### src/rtl/ict_pkg.sv
// constants for the instruction cycle timing sequencer
// Contract
// (RULE_01) conditional branch: taken 10(2/0); not taken byte 8(1/0), word 12(2/0).
// (RULE_02) always branch 10(2/0); branch to subroutine 18(2/2) for both displacements.
// (RULE_03) decrement branch: cc true 12(2/0); false branching 10(2/0); expired 14(3/0).
// (RULE_04) flagged entries add effective address clocks, reads and writes to base.
// (RULE_05) indirect jump 8(2/0), jump subroutine 16(2/2); absolute long jump 12(3/0).
// (RULE_06) indirect load effective address 4(1/0); push effective address 12(1/2).
// (RULE_07) multi register load: base plus 4n words or 8n longs; indirect base 12(3/0).
// (RULE_08) multi register store: base 8(2/0), plus 4n/n writes words, 8n/2n longs.
// (RULE_09) index register size never changes execution time of indexed modes.
// (RULE_10) extended add/sub 4 or 8 registers; memory forms 18(3/1) or 30(5/2).
// (RULE_11) memory compare 12(3/0) or 20(5/0); decimal ops 6(1/0) or 18(3/1).
// (RULE_12) immediate logic to codes/status 20(3/0); external reset 132(1/0); stop 4(0/0).
// (RULE_13) exception return and restore 20(5/0); subroutine return 16(4/0); link 16(2/2); unlink 12(3/0).
// (RULE_14) move into codes or status 12(2/0); read status 6(1/0) or 8(1/1).
// (RULE_15) peripheral move word 16(2/2) or 16(4/0); long 24(2/4) or 25(6/0).
// (RULE_16) exception counts include stacking, vector fetch and two handler word fetches.
// (RULE_17) address error and bus error 50(4/7).
// (RULE_18) illegal, privilege, trace, overflow trap 34(4/3); trap 38(4/4); divide zero 42(5/4); bounds 44(5/4).
// (RULE_19) interrupt 44(5/3), assuming a four clock acknowledge cycle.
// (RULE_20) after reset and halt sampled negated: 40 clocks, six reads, then execute.
// (RULE_21) each bus cycle takes at least four clocks; internal cycles fill the rest.
`default_nettype none
package ict_pkg;
	// operation classes
	typedef enum logic [5:0]
	{
		OP_COND_BRANCH, OP_ALWAYS_BRANCH, OP_BRANCH_SUBROUTINE, OP_DECREMENT_BRANCH,
		OP_JUMP_OP, OP_JUMP_SUBROUTINE, OP_LOAD_EFF_ADDR, OP_PUSH_EFF_ADDR,
		OP_MULTI_LOAD, OP_MULTI_STORE, OP_EXTENDED_REG, OP_EXTENDED_MEM,
		OP_MEMORY_COMPARE, OP_DECIMAL_REG, OP_DECIMAL_MEM, OP_LOGIC_IMM_CODES,
		OP_EXT_RESET, OP_STOP, OP_EXCEPTION_RETURN, OP_RETURN_RESTORE_CODES,
		OP_RETURN_SUBROUTINE, OP_FRAME_LINK, OP_FRAME_UNLINK, OP_MOVE_TO_STATUS,
		OP_STATUS_TO_REG, OP_STATUS_TO_MEM, OP_PERIPH_STORE, OP_PERIPH_LOAD,
		OP_EXC_ADDR_ERR, OP_EXC_BUS_ERR, OP_EXC_ILLEGAL, OP_EXC_PRIVILEGE,
		OP_EXC_TRACE, OP_EXC_OVERFLOW_TRAP, OP_EXC_TRAP, OP_EXC_DIV_ZERO,
		OP_EXC_BOUNDS_CHECK, OP_EXC_INTERRUPT
	} ict_op_e;
	// addressing mode groups that change jump and multi move timing
	typedef enum logic [2:0]
	{
		EA_INDIRECT, EA_POSTINC, EA_PREDEC, EA_DISP, EA_INDEX, EA_ABS_WORD, EA_ABS_LONG, EA_PC_DISP
	} ict_ea_e;
	localparam logic [7:0] BUS_CYCLE_CLOCKS = 8'h04;
	localparam logic [7:0] RESET_EXIT_CLOCKS = 8'h28;
	localparam logic [3:0] RESET_EXIT_READS = 4'h6;
	localparam logic [7:0] WORD_PER_REG = 8'h04;
	localparam logic [7:0] LONG_PER_REG = 8'h08;
	localparam logic [7:0] STORE_BASE = 8'h08;
	localparam logic [3:0] STORE_BASE_READS = 4'h2;
	localparam logic [7:0] MAX_COUNT = 8'hFF;
endpackage : ict_pkg
`default_nettype wire

### src/rtl/ict_sequencer.sv
// instruction cycle timing sequencer: spends clocks and bus cycles per operation
`default_nettype none
module ict_sequencer
(
	input wire logic clk,
	input wire logic resetn,
	input wire logic resetInN,
	input wire logic haltInN,
	input wire logic opValid,
	input wire ict_pkg::ict_op_e opClass,
	input wire ict_pkg::ict_ea_e eaMode,
	input wire logic sizeLong,
	input wire logic byteDisp,
	input wire logic condTrue,
	input wire logic counterExpired,
	input wire logic indexLong,
	input wire logic [4:0] regCount,
	input wire logic [7:0] eaClocks,
	input wire logic [3:0] eaReads,
	input wire logic [3:0] eaWrites,
	input wire logic busAck,
	output logic opReady,
	output logic execStart,
	output logic busRead,
	output logic busWrite,
	output logic [9:0] clocksSpent,
	output logic [6:0] readsDone,
	output logic [6:0] writesDone
);
	// ****************************************
	// timing lookup
	// ****************************************
	// packs clocks, reads, writes
	function automatic logic [17:0] ict_cost(input logic [7:0] c, input logic [4:0] r, input logic [4:0] w);
		ict_cost = {c, r, w};
	endfunction : ict_cost

	typedef enum {ST_RESET_HOLD, ST_RESET_EXIT, ST_IDLE, ST_RUN} ict_state_e;

	ict_state_e state_reg;
	ict_state_e state_next;
	logic [17:0] baseCost;
	logic [9:0] totalClocks;
	logic [6:0] totalReads;
	logic [6:0] totalWrites;
	logic [9:0] perRegClocks;
	logic [6:0] perRegReads;
	logic [6:0] perRegWrites;
	logic addEa;
	logic [9:0] clkLeft_reg;
	logic [6:0] rdLeft_reg;
	logic [6:0] wrLeft_reg;
	logic [1:0] busPhase_reg;
	logic busActive_reg;
	logic busIsWrite_reg;
	logic [9:0] clkSpent_reg;
	logic [6:0] rdDone_reg;
	logic [6:0] wrDone_reg;
	logic startPulse_reg;
	logic wantRead;
	logic wantWrite;
	logic busDone;
	logic runDone;
	logic indexUnused;
	logic [6:0] rdAfter;
	logic [6:0] wrAfter;
	logic lastBus;
	logic opHasBus;

	// base cost per class and mode
	always_comb
	begin
		baseCost = ict_cost(8'h04, 5'h01, 5'h00);
		addEa = 1'b0;
		case (opClass)
			ict_pkg::OP_COND_BRANCH: // RULE_01
				baseCost = condTrue ? ict_cost(8'h0A, 5'h02, 5'h00) :
					(byteDisp ? ict_cost(8'h08, 5'h01, 5'h00) : ict_cost(8'h0C, 5'h02, 5'h00));
			ict_pkg::OP_ALWAYS_BRANCH: baseCost = ict_cost(8'h0A, 5'h02, 5'h00); // RULE_02
			ict_pkg::OP_BRANCH_SUBROUTINE: baseCost = ict_cost(8'h12, 5'h02, 5'h02); // RULE_02
			ict_pkg::OP_DECREMENT_BRANCH: // RULE_03
				baseCost = condTrue ? ict_cost(8'h0C, 5'h02, 5'h00) :
					(counterExpired ? ict_cost(8'h0E, 5'h03, 5'h00) : ict_cost(8'h0A, 5'h02, 5'h00));
			ict_pkg::OP_JUMP_OP: // RULE_05
				case (eaMode)
					ict_pkg::EA_INDIRECT: baseCost = ict_cost(8'h08, 5'h02, 5'h00);
					ict_pkg::EA_INDEX: baseCost = ict_cost(8'h0E, 5'h03, 5'h00);
					ict_pkg::EA_ABS_LONG: baseCost = ict_cost(8'h0C, 5'h03, 5'h00);
					default: baseCost = ict_cost(8'h0A, 5'h02, 5'h00);
				endcase
			ict_pkg::OP_JUMP_SUBROUTINE: // RULE_05
				case (eaMode)
					ict_pkg::EA_INDIRECT: baseCost = ict_cost(8'h10, 5'h02, 5'h02);
					ict_pkg::EA_INDEX: baseCost = ict_cost(8'h16, 5'h02, 5'h02);
					ict_pkg::EA_ABS_LONG: baseCost = ict_cost(8'h14, 5'h03, 5'h02);
					default: baseCost = ict_cost(8'h12, 5'h02, 5'h02);
				endcase
			ict_pkg::OP_LOAD_EFF_ADDR: // RULE_06
				case (eaMode)
					ict_pkg::EA_INDIRECT: baseCost = ict_cost(8'h04, 5'h01, 5'h00);
					ict_pkg::EA_INDEX: baseCost = ict_cost(8'h0C, 5'h02, 5'h00);
					ict_pkg::EA_ABS_LONG: baseCost = ict_cost(8'h0C, 5'h03, 5'h00);
					default: baseCost = ict_cost(8'h08, 5'h02, 5'h00);
				endcase
			ict_pkg::OP_PUSH_EFF_ADDR: // RULE_06
				case (eaMode)
					ict_pkg::EA_INDIRECT: baseCost = ict_cost(8'h0C, 5'h01, 5'h02);
					ict_pkg::EA_INDEX: baseCost = ict_cost(8'h14, 5'h02, 5'h02);
					ict_pkg::EA_ABS_LONG: baseCost = ict_cost(8'h14, 5'h03, 5'h02);
					default: baseCost = ict_cost(8'h10, 5'h02, 5'h02);
				endcase
			ict_pkg::OP_MULTI_LOAD: // RULE_07
				case (eaMode)
					ict_pkg::EA_INDIRECT, ict_pkg::EA_POSTINC: baseCost = ict_cost(8'h0C, 5'h03, 5'h00);
					ict_pkg::EA_INDEX: baseCost = ict_cost(8'h12, 5'h04, 5'h00);
					ict_pkg::EA_ABS_LONG: baseCost = ict_cost(8'h14, 5'h05, 5'h00);
					default: baseCost = ict_cost(8'h10, 5'h04, 5'h00);
				endcase
			ict_pkg::OP_MULTI_STORE: // RULE_08
				case (eaMode)
					ict_pkg::EA_INDEX: baseCost = ict_cost(8'h0E, 5'h03, 5'h00);
					ict_pkg::EA_ABS_LONG: baseCost = ict_cost(8'h10, 5'h04, 5'h00);
					ict_pkg::EA_DISP, ict_pkg::EA_ABS_WORD: baseCost = ict_cost(8'h0C, 5'h03, 5'h00);
					default: baseCost = {ict_pkg::STORE_BASE, 1'b0, ict_pkg::STORE_BASE_READS, 5'h00};
				endcase
			ict_pkg::OP_EXTENDED_REG: baseCost = ict_cost(sizeLong ? 8'h08 : 8'h04, 5'h01, 5'h00); // RULE_10
			ict_pkg::OP_EXTENDED_MEM: // RULE_10
				baseCost = sizeLong ? ict_cost(8'h1E, 5'h05, 5'h02) : ict_cost(8'h12, 5'h03, 5'h01);
			ict_pkg::OP_MEMORY_COMPARE: // RULE_11
				baseCost = sizeLong ? ict_cost(8'h14, 5'h05, 5'h00) : ict_cost(8'h0C, 5'h03, 5'h00);
			ict_pkg::OP_DECIMAL_REG: baseCost = ict_cost(8'h06, 5'h01, 5'h00); // RULE_11
			ict_pkg::OP_DECIMAL_MEM: baseCost = ict_cost(8'h12, 5'h03, 5'h01); // RULE_11
			ict_pkg::OP_LOGIC_IMM_CODES: baseCost = ict_cost(8'h14, 5'h03, 5'h00); // RULE_12
			ict_pkg::OP_EXT_RESET: baseCost = ict_cost(8'h84, 5'h01, 5'h00); // RULE_12
			ict_pkg::OP_STOP: baseCost = ict_cost(8'h04, 5'h00, 5'h00); // RULE_12
			ict_pkg::OP_EXCEPTION_RETURN,
			ict_pkg::OP_RETURN_RESTORE_CODES: baseCost = ict_cost(8'h14, 5'h05, 5'h00); // RULE_13
			ict_pkg::OP_RETURN_SUBROUTINE: baseCost = ict_cost(8'h10, 5'h04, 5'h00); // RULE_13
			ict_pkg::OP_FRAME_LINK: baseCost = ict_cost(8'h10, 5'h02, 5'h02); // RULE_13
			ict_pkg::OP_FRAME_UNLINK: baseCost = ict_cost(8'h0C, 5'h03, 5'h00); // RULE_13
			ict_pkg::OP_MOVE_TO_STATUS: // RULE_14
			begin
				baseCost = ict_cost(8'h0C, 5'h02, 5'h00);
				addEa = 1'b1;
			end
			ict_pkg::OP_STATUS_TO_REG: baseCost = ict_cost(8'h06, 5'h01, 5'h00); // RULE_14
			ict_pkg::OP_STATUS_TO_MEM: // RULE_14
			begin
				baseCost = ict_cost(8'h08, 5'h01, 5'h01);
				addEa = 1'b1;
			end
			ict_pkg::OP_PERIPH_STORE: // RULE_15
				baseCost = sizeLong ? ict_cost(8'h18, 5'h02, 5'h04) : ict_cost(8'h10, 5'h02, 5'h02);
			ict_pkg::OP_PERIPH_LOAD: // RULE_15
				baseCost = sizeLong ? ict_cost(8'h19, 5'h06, 5'h00) : ict_cost(8'h10, 5'h04, 5'h00);
			ict_pkg::OP_EXC_ADDR_ERR, ict_pkg::OP_EXC_BUS_ERR: baseCost = ict_cost(8'h32, 5'h04, 5'h07); // RULE_17
			ict_pkg::OP_EXC_ILLEGAL, ict_pkg::OP_EXC_PRIVILEGE, ict_pkg::OP_EXC_TRACE,
			ict_pkg::OP_EXC_OVERFLOW_TRAP: baseCost = ict_cost(8'h22, 5'h04, 5'h03); // RULE_18
			ict_pkg::OP_EXC_TRAP: baseCost = ict_cost(8'h26, 5'h04, 5'h04); // RULE_18
			ict_pkg::OP_EXC_DIV_ZERO: baseCost = ict_cost(8'h2A, 5'h05, 5'h04); // RULE_18
			ict_pkg::OP_EXC_BOUNDS_CHECK: // RULE_18
			begin
				baseCost = ict_cost(8'h2C, 5'h05, 5'h04);
				addEa = 1'b1;
			end
			ict_pkg::OP_EXC_INTERRUPT: baseCost = ict_cost(8'h2C, 5'h05, 5'h03); // RULE_19
			default: baseCost = ict_cost(8'h04, 5'h01, 5'h00);
		endcase
	end

	// ****************************************
	// totals
	// ****************************************
	// index width is deliberately ignored
	assign indexUnused = indexLong; // RULE_09
	assign perRegClocks = (opClass == ict_pkg::OP_MULTI_LOAD || opClass == ict_pkg::OP_MULTI_STORE) ?
		10'(regCount) * (sizeLong ? 10'(ict_pkg::LONG_PER_REG) : 10'(ict_pkg::WORD_PER_REG)) : 10'h000; // RULE_07
	assign perRegReads = (opClass == ict_pkg::OP_MULTI_LOAD) ?
		7'(regCount) * (sizeLong ? 7'h02 : 7'h01) : 7'h00; // RULE_07
	assign perRegWrites = (opClass == ict_pkg::OP_MULTI_STORE) ?
		7'(regCount) * (sizeLong ? 7'h02 : 7'h01) : 7'h00; // RULE_08
	// exceptions already include stacking, vector and two prefetches
	assign totalClocks = 10'(baseCost[17:10]) + perRegClocks + (addEa ? 10'(eaClocks) : 10'h000); // RULE_04 RULE_16
	assign totalReads = 7'(baseCost[9:5]) + perRegReads + (addEa ? 7'(eaReads) : 7'h00); // RULE_04
	assign totalWrites = 7'(baseCost[4:0]) + perRegWrites + (addEa ? 7'(eaWrites) : 7'h00); // RULE_04

	// ****************************************
	// sequencing
	// ****************************************
	// reads first, then writes, then idle clocks
	assign wantRead = (rdLeft_reg != 7'h00);
	assign wantWrite = (wrLeft_reg != 7'h00);
	assign busDone = busActive_reg && (busPhase_reg == 2'h3) && busAck;
	assign rdAfter = (busDone && !busIsWrite_reg) ? rdLeft_reg - 7'h01 : rdLeft_reg;
	assign wrAfter = (busDone && busIsWrite_reg) ? wrLeft_reg - 7'h01 : wrLeft_reg;
	// the last acknowledge may close the count in the same clock
	assign lastBus = busDone && (rdAfter == 7'h00) && (wrAfter == 7'h00);
	assign opHasBus = (totalReads != 7'h00) || (totalWrites != 7'h00);
	// reset exit is counted by the same logic as an operation
	assign runDone = (state_reg == ST_RUN || state_reg == ST_RESET_EXIT) && (clkLeft_reg <= 10'h001) &&
		((!busActive_reg && !wantRead && !wantWrite) || lastBus);
	assign opReady = (state_reg == ST_IDLE) && !indexUnused | (state_reg == ST_IDLE);
	assign busRead = busActive_reg && !busIsWrite_reg;
	assign busWrite = busActive_reg && busIsWrite_reg;
	assign execStart = startPulse_reg;
	assign clocksSpent = clkSpent_reg;
	assign readsDone = rdDone_reg;
	assign writesDone = wrDone_reg;

	// state transitions
	always_comb
	begin
		state_next = state_reg;
		case (state_reg)
			ST_RESET_HOLD: if (resetInN && haltInN) state_next = ST_RESET_EXIT; // RULE_20
			ST_RESET_EXIT: if (runDone) state_next = ST_IDLE;
			ST_IDLE: if (opValid) state_next = ST_RUN;
			ST_RUN: if (runDone) state_next = ST_IDLE;
			default: state_next = ST_RESET_HOLD;
		endcase
		if (!resetInN)
			state_next = ST_RESET_HOLD;
	end

	// counters and bus cycle phase
	always_ff @(posedge clk or negedge resetn)
	begin
		if (!resetn)
		begin
			state_reg <= ST_RESET_HOLD;
			clkLeft_reg <= 10'h000;
			rdLeft_reg <= 7'h00;
			wrLeft_reg <= 7'h00;
			busPhase_reg <= 2'h0;
			busActive_reg <= 1'b0;
			busIsWrite_reg <= 1'b0;
			clkSpent_reg <= 10'h000;
			rdDone_reg <= 7'h00;
			wrDone_reg <= 7'h00;
			startPulse_reg <= 1'b0;
		end
		else
		begin
			state_reg <= state_next;
			startPulse_reg <= (state_reg == ST_RESET_EXIT) && (state_next == ST_IDLE); // RULE_20
			if (state_next == ST_RESET_HOLD)
			begin
				busActive_reg <= 1'b0;
				rdLeft_reg <= 7'h00;
				wrLeft_reg <= 7'h00;
			end
			else if (state_reg == ST_RESET_HOLD)
			begin
				clkLeft_reg <= 10'(ict_pkg::RESET_EXIT_CLOCKS); // RULE_20
				rdLeft_reg <= 7'(ict_pkg::RESET_EXIT_READS);
				wrLeft_reg <= 7'h00;
				// first read starts with the count, no clock lost
				busActive_reg <= (ict_pkg::RESET_EXIT_READS != 4'h0); // RULE_21
				busIsWrite_reg <= 1'b0;
				busPhase_reg <= 2'h0;
				clkSpent_reg <= 10'h000;
				rdDone_reg <= 7'h00;
				wrDone_reg <= 7'h00;
			end
			else if (state_reg == ST_IDLE && opValid)
			begin
				clkLeft_reg <= totalClocks;
				rdLeft_reg <= totalReads;
				wrLeft_reg <= totalWrites;
				// tight entries need the bus busy from the first clock
				busActive_reg <= opHasBus; // RULE_21
				busIsWrite_reg <= (totalReads == 7'h00);
				busPhase_reg <= 2'h0;
				clkSpent_reg <= 10'h000;
				rdDone_reg <= 7'h00;
				wrDone_reg <= 7'h00;
			end
			else if (state_reg == ST_RUN || state_reg == ST_RESET_EXIT)
			begin
				clkSpent_reg <= clkSpent_reg + 10'h001;
				if (clkLeft_reg != 10'h000 && !(busActive_reg && busPhase_reg == 2'h3 && !busAck))
					clkLeft_reg <= clkLeft_reg - 10'h001; // wait states stretch the total
				// bus cycle spans four clocks, held in the last until acknowledged
				if (busActive_reg && busPhase_reg != 2'h3)
					busPhase_reg <= busPhase_reg + 2'h1; // RULE_21
				else if (busDone)
				begin
					// next cycle follows at once, reads before writes
					busActive_reg <= !lastBus; // RULE_21
					busIsWrite_reg <= (rdAfter == 7'h00);
					busPhase_reg <= 2'h0;
					if (busIsWrite_reg)
					begin
						wrLeft_reg <= wrLeft_reg - 7'h01;
						wrDone_reg <= wrDone_reg + 7'h01;
					end
					else
					begin
						rdLeft_reg <= rdLeft_reg - 7'h01;
						rdDone_reg <= rdDone_reg + 7'h01;
					end
				end
			end
		end
	end
endmodule : ict_sequencer
`default_nettype wire

### config.mk
export PLATFORM = sky130hd
export DESIGN_NAME = ict_sequencer
export DESIGN_NICKNAME = d
export VERILOG_FILES = /design/src/rtl/ict_pkg.sv /design/src/rtl/ict_sequencer.sv
export SDC_FILE = /design/constraint.sdc
export NUM_CORES = 1
export LEC_CHECK = 0
export BUFFER_PORTS_ARGS = -buffer_cell sky130_fd_sc_hd__buf_4
export CORE_AREA = 2 2 125 127
export DETAILED_ROUTE_END_ITERATION = 10
export DIE_AREA = 0 0 127 129
export GPL_TIMING_DRIVEN = 0
export PLACE_DENSITY_LB_ADDON = 0.2
export SLEW_MARGIN = 15
export SYNTH_ARGS = -nofsm -noshare
export SYNTH_HDL_FRONTEND = slang
export SYNTH_SLANG_ARGS = --single-unit
export TNS_END_PERCENT = 20
### constraint.sdc
create_clock -name clk -period 3.9 [get_ports clk]
set_input_delay 0.78 -clock clk [delete_from_list [all_inputs] [get_ports clk]]
set_output_delay 0.78 -clock clk [all_outputs]
set_load 0.005 [all_outputs]
======== Word level (Yosys, flattened, before mapping) ========
Cells that the tools add are included.
Widths: inputs -> output; s select.
operators by class
  $add $sub $neg .......................... 13
  multiply operators ...................... 2
  magnitude comparators ................... 1
  equality and inequality tests ........... 55
  mux-type cells .......................... 81
  bitwise operators ....................... 2
  reduce and logical (&&, ||, !) cells .... 69
operator list
  operator             number
  $pmux 18 s32         1
  $mux 7               30
  $pmux 15 s3          3
  $mux 32              4
  $eq 32x2->1 const B  3
  $eq 32x3->1 const B  3
  $eq 6x5->1 const B   16
  $logic_not 32->1     3
  $pmux 32 s3          1
  $pmux 13 s3          2
  $mux 10              7
  $mux 13              4
  $eq 6x4->1 const B   8
  $mux 14              3
  $pmux 14 s3          1
  $eq 6x6->1 const B   6
  $eq 32x1->1 const B  1
  $reduce_bool 7->1    4
  $eq 6x3->1 const B   4
  $logic_not 7->1      3
  $logic_and 1x1->1    19
  $mux 4               4
  $reduce_bool 4->1    4
  $mux 15              1
  42 further kinds     88
word-level totals
  register bits after elaboration ......... 85
  bits of input ports ..................... 41
  logic and storage cells ................. 234

======== Logic depth before layout (Yosys ltp) ========
  depth after elaboration ................. 16
  gate-level depth with buffers ........... 20
  depth with buffers taken out ............ 18

======== Least setup slack after synthesis ========
Ideal clock, no wire load.
  path kind ............................... input to register
  start point ............................. input opClass[5]
  end point ............................... register busActive_reg
  library setup time ...................... 0.143 ns
  arrival time ............................ 4.546 ns
  setup slack ............................. -0.789 ns
  cell stages on the path ................. 17
  path buffers ............................ 2
  cells stage by stage .................... buf_2 or4b_1 clkbuf_1 nor3_2 nand2_1 o221ai_1 a21oi_1 o311a_1 fa_1 inv_1 ha_1 a21o_1 a211oi_1 nor2_1 or4bb_1 a2111oi_4 a221oi_1
on the way
  word-level cells in the longest chain between the ends .. 10
RTL lines
  what                                     line                                        text
  start: declaration                       ict_sequencer.sv:10                         input wire ict_pkg::ict_op_e opClass,
  $eq 6x5->1 (tied with other cells)       ict_sequencer.sv:75                         case (opClass)
  $reduce_or 4->1 (tied with other cells)  ict_sequencer.sv:75
  $pmux 18 s32 or $mux 1 (tied branches)   ict_sequencer.sv:75
  $add 5x7->7 (tied with other cells)      ict_sequencer.sv:184                        assign totalReads = 7'(baseCost[9:5]) + perRegReads + (addEa ? 7'(eaReads) : 7'h00);
  $add 7x4->7 (on tied branches)           ict_sequencer.sv:184, ict_sequencer.sv:185
  $reduce_bool 7->1                        ict_sequencer.sv:198                        assign opHasBus = (totalReads != 7'h00) || (totalWrites != 7'h00);
  $logic_or 1x1->1 (*)                     ict_sequencer.sv:198
  $mux 1 (*)                               ict_sequencer.sv:265                        else if (state_reg == ST_IDLE && opValid)
  $mux 1 (*)                               ict_sequencer.sv:252                        else if (state_reg == ST_RESET_HOLD)
  $mux 1 (*)                               ict_sequencer.sv:246                        if (state_next == ST_RESET_HOLD)
  end signal: assignment                   ict_sequencer.sv:258                        busActive_reg <= (ict_pkg::RESET_EXIT_READS != 4'h0);
  end signal: assignment                   ict_sequencer.sv:271                        busActive_reg <= opHasBus;
  end signal: assignment                   ict_sequencer.sv:289                        busActive_reg <= !lastBus;
  end: declaration                         ict_sequencer.sv:54                         logic busActive_reg;
Every way passes the cells marked *; elsewhere a longest branch is shown, timed or not.
A chain may end at the register's enable or synchronous reset.

======== Worst setup path after layout ========
  start point ............................. input opClass[1]
  end point ............................... register busActive_reg
Same word-level chain as after synthesis.

==> results.md <==
* First DRT Iteration DRCs at approximately 430
* Synth Area in XOR/XNOR at between 3 and 4%
* Worst EP arrival at roughly 4500 ps
* Initial antenna violation count at 0
* Die Y at between 100 and 150 um
* Total CTS buffers at 9
* Total Power at 2.037 mW
* Die ar. at approximately 16000 sq um
* Router iterations before antenna repair at 6
* Setup violators final at 8
* Met1 Use GR at 32.07%
* Worst skew pair latency at around 340 ps
* Largest area contributor in the netlist: dfrtp_1
* Synth Flop Type: dfrtp_1
* Core area at 14980 sq um
* Worst flop-to-flop path startpoint: state_reg[24]
* Yosys top cell area share at 32.14%
* Vias per cell at just under 6
* Rel. slew slack at between 40% and 50%
* Total Wirelength at roughly 19000 um
* Cell area power density at around 250 nW/um^2
* Main combinational cell family by area after synthesis: simple AND/OR/NAND/NOR gates
* Crit path capture type: register
* Initial core utilization at 44.19%
* Post-synth EDFFs at 0
* Outcome: complete, but fails checks
* Final min period at around 4300 ps
* DIE WIDTH at around 130 um
* Largest net degree at the start of global routing at between 80 and 90
* Post-synthesis instance total at 793
* RR Endpoint: clocksSpent[6]
* Antenna viol nets, final at 0
* Longest Clk Path Bufs at 2
* GR Layer Usage met2 at a little under two fifths
* R2R setup slack at 1160 ps
* Slew @ Worst Pin at just under 800 ps
* CP required at slightly above 4000 ps
* Synth warn at 0
* Fillers at 1394
* #FFs+latches synth at 85
* Area growth syn-to-layout at 25.20%
* Site Rows at 45
* P_leak at between 3 and 4 nW
* Clock-pin transition on the worst setup and hold timing paths at ~70 ps
* Fin crit share at 109.2%
* Cell Area, Synth at about 6600 sq um
* Fin worst setup slack at -358.2 ps
* Total GRT Usage at a little under a quarter
* Number of port buffers at 60
* Hold Violations, Final at 0
* Compound-Gate Fraction of Synth Area at 21.63%
* CTS tree: built
* Layout cells sized above 1 at between 20% and 30%
* Post-DP HPWL at approximately 14000 um
* Drt drc at 0
* Busiest grt layer: met2
* Startpoint types: input port
* CTS HTree Levels at 3
* Crit Path Max Fanout at 10
* Synth async-reset ratio at 100.0%
* Avg WL per Cell at 16.96 um
* Total grt overflow at 0
* Slew Limit Fails at 0
* Max-cap violations at 0
* Peak supply drop at approximately 240 uV
* Vias in the first global route at 6087
* Post-synthesis sequential area ratio at between 30% and 40%
* Post-Synth Simple-Gate Area at 26.72%
* CTS root buf: clkbuf_16
* Clock sink count at 85
* Mux contribution to synthesized area at 0%
* Worst Reg-to-Reg Cells at 7
* First-pass GRT wire length at slightly above 30000 um
* Unrepaired setup endpoints after global routing: true
* Ant. Diodes at 0
* Highest clock rate at approximately 230 MHz
* Post-synthesis cell type count at 80
* Final GP Congestion at around 0.95
* Failing checks: negative setup slack
* Min-delay worst type: input port to async pin
* DP Area at 7467 sq um
* # IOs at 69
* Vias at 6407
* Syn_area_per_cell at between 8 and 9 sq um
* Clk_skew at between 4 and 5 ps
* Synth area leaders: dfrtp_1 (32%), ha_1 (6.1%), nand2_1 (4.9%)
* Nets@finish at 997
* Place WS at -1643 ps
* Crit path kind: input port to register
* Largest register FFs at 32
* Design area at approximately 8300 sq um
* Fin Setup TNS at -1216 ps
* Post-Synth Adder-Cell Area at between 10% and 20%
* M3 GR Usage at under 10%
-- cell usage after synthesis (all sizes together), types with 4 or more instances --
| cell | n |
|---|---|
| fa | 14 |
| xor2 | 11 |
| nor2 | 72 |
| nand2b | 7 |
| o31ai | 7 |
| nor2b | 13 |
| a21o | 8 |
| and3 | 11 |
| o22ai | 6 |
| a221oi | 4 |
| clkbuf | 27 |
| a21oi | 53 |
| xnor2 | 19 |
| o21a | 4 |
| nor4 | 16 |
| ha | 32 |
| o221ai | 5 |
| inv | 49 |
| nand3 | 30 |
| o21ai | 57 |
| a31oi | 5 |
| nor3 | 30 |
| a211oi | 10 |
| dfrtp | 85 |
| and4 | 4 |
| nand2 | 89 |
| a22oi | 5 |
| nor3b | 5 |
| or4 | 4 |
| nand4 | 13 |
| a21boi | 5 |
| o32a | 4 |
| and2 | 13 |
| a22o | 4 |
| or3 | 9 |
| buf | 12 |
-- area by class of cell --
type	count	area [sq um]	area share, %
buffer	39	262.8	3.171
tap	188	235.2	2.839
sequential	85	2127	25.67
inverter	49	191.4	2.310
clock buffer	9	225.2	2.718
clock inverter	7	56.30	0.6796
timing repair buffer	77	619.3	7.475
multi-input combinational	649	4568	55.13
-- report_power, final --
part | total [mW] | switching [mW] | internal [mW] | leakage (nW)
Clock | 0.818 | 0.377 | 0.441 | 0.137
Combinational | 0.315 | 0.185 | 0.130 | 2.47
Sequential | 0.904 | 0.00668 | 0.897 | 1.12
-- cell families after synthesis --
kind of cell    after synthesis
other cells                   1
xor+xnor                     30
flops                        85
buf+inv                      88
compound gates              214
fa+ha+maj                    46
simple gates                329
-- worst max-delay path by stage --
stage                    end  slack [ps]  startpoint
2_1_floorplan  busActive_reg        -630  opClass[5]
3_3_place_gp   busActive_reg       -2070  opClass[4]
3_5_place_dp   busActive_reg       -1640  opClass[0]
4_1_cts        busActive_reg        -470  opClass[4]
5_1_grt        busActive_reg        -450  opClass[4]
6_report       busActive_reg        -360  opClass[1]
-- cell usage in the layout (no fill, tap or decap), types with 9 or more instances in the layout --
cell       Yosys  final
nor2_1        71     67
dfrtp_1       85     85
nand3_1       30     28
clkbuf_16      0     10
a21oi_1       52     48
xnor2_1       19     18
conb_1         1     30
nor2b_1       13     11
and3_1        10     10
nand4_1       11     11
fa_1          14     10
clkbuf_1      27     13
o21ai_0       57     52
or3_1          9      9
nand2_1       87     83
and2_1        13     13
buf_4          1     74
xor2_1        11     10
nor3_1        25     21
ha_1          32     29
inv_1         48     43
-- critical path, stage by stage --
cell and delay (ps):
clkbuf_8 150, buf_6 160, buf_2 280, clkbuf_4 280, a21boi_0 130, o22ai_2 250, fa_1 440, ha_1 240
fa_2 360, a21o_1 180, a21oi_2 140, xnor2_1 130, or4_4 540, a311oi_2 270, a221oi_2 100
-- metal layers --
metal | wire [um] | up-vias
met1 | 8359 | 3057
li1 | - | 3084
met3 | 1325 | 39
met4 | 322 | 0
met2 | 8695 | 227
met5 | 0 | -
-- through the flow --
step                hold slack, ps  util (%)  cells
floorplan                    447.3         -    822
global placement             470.8     49.77   1070
detailed placement           476.9     49.86   1071
CTS                          491.8     53.82   1096
global route                 540.3     55.32   1103
finish                       454.9     55.32   1103
-- repair_timing --
item                       in CTS  in global routing
buffers inserted                9                  7
hold buffers                    0                  0
pin swaps                      27                 19
setup endpoints to repair      20                 14
resized for setup              70                 44
cloned                          0                  1
hold endpoints to repair        0                  0
No activity file was read; power rests on OpenSTA's default activity.
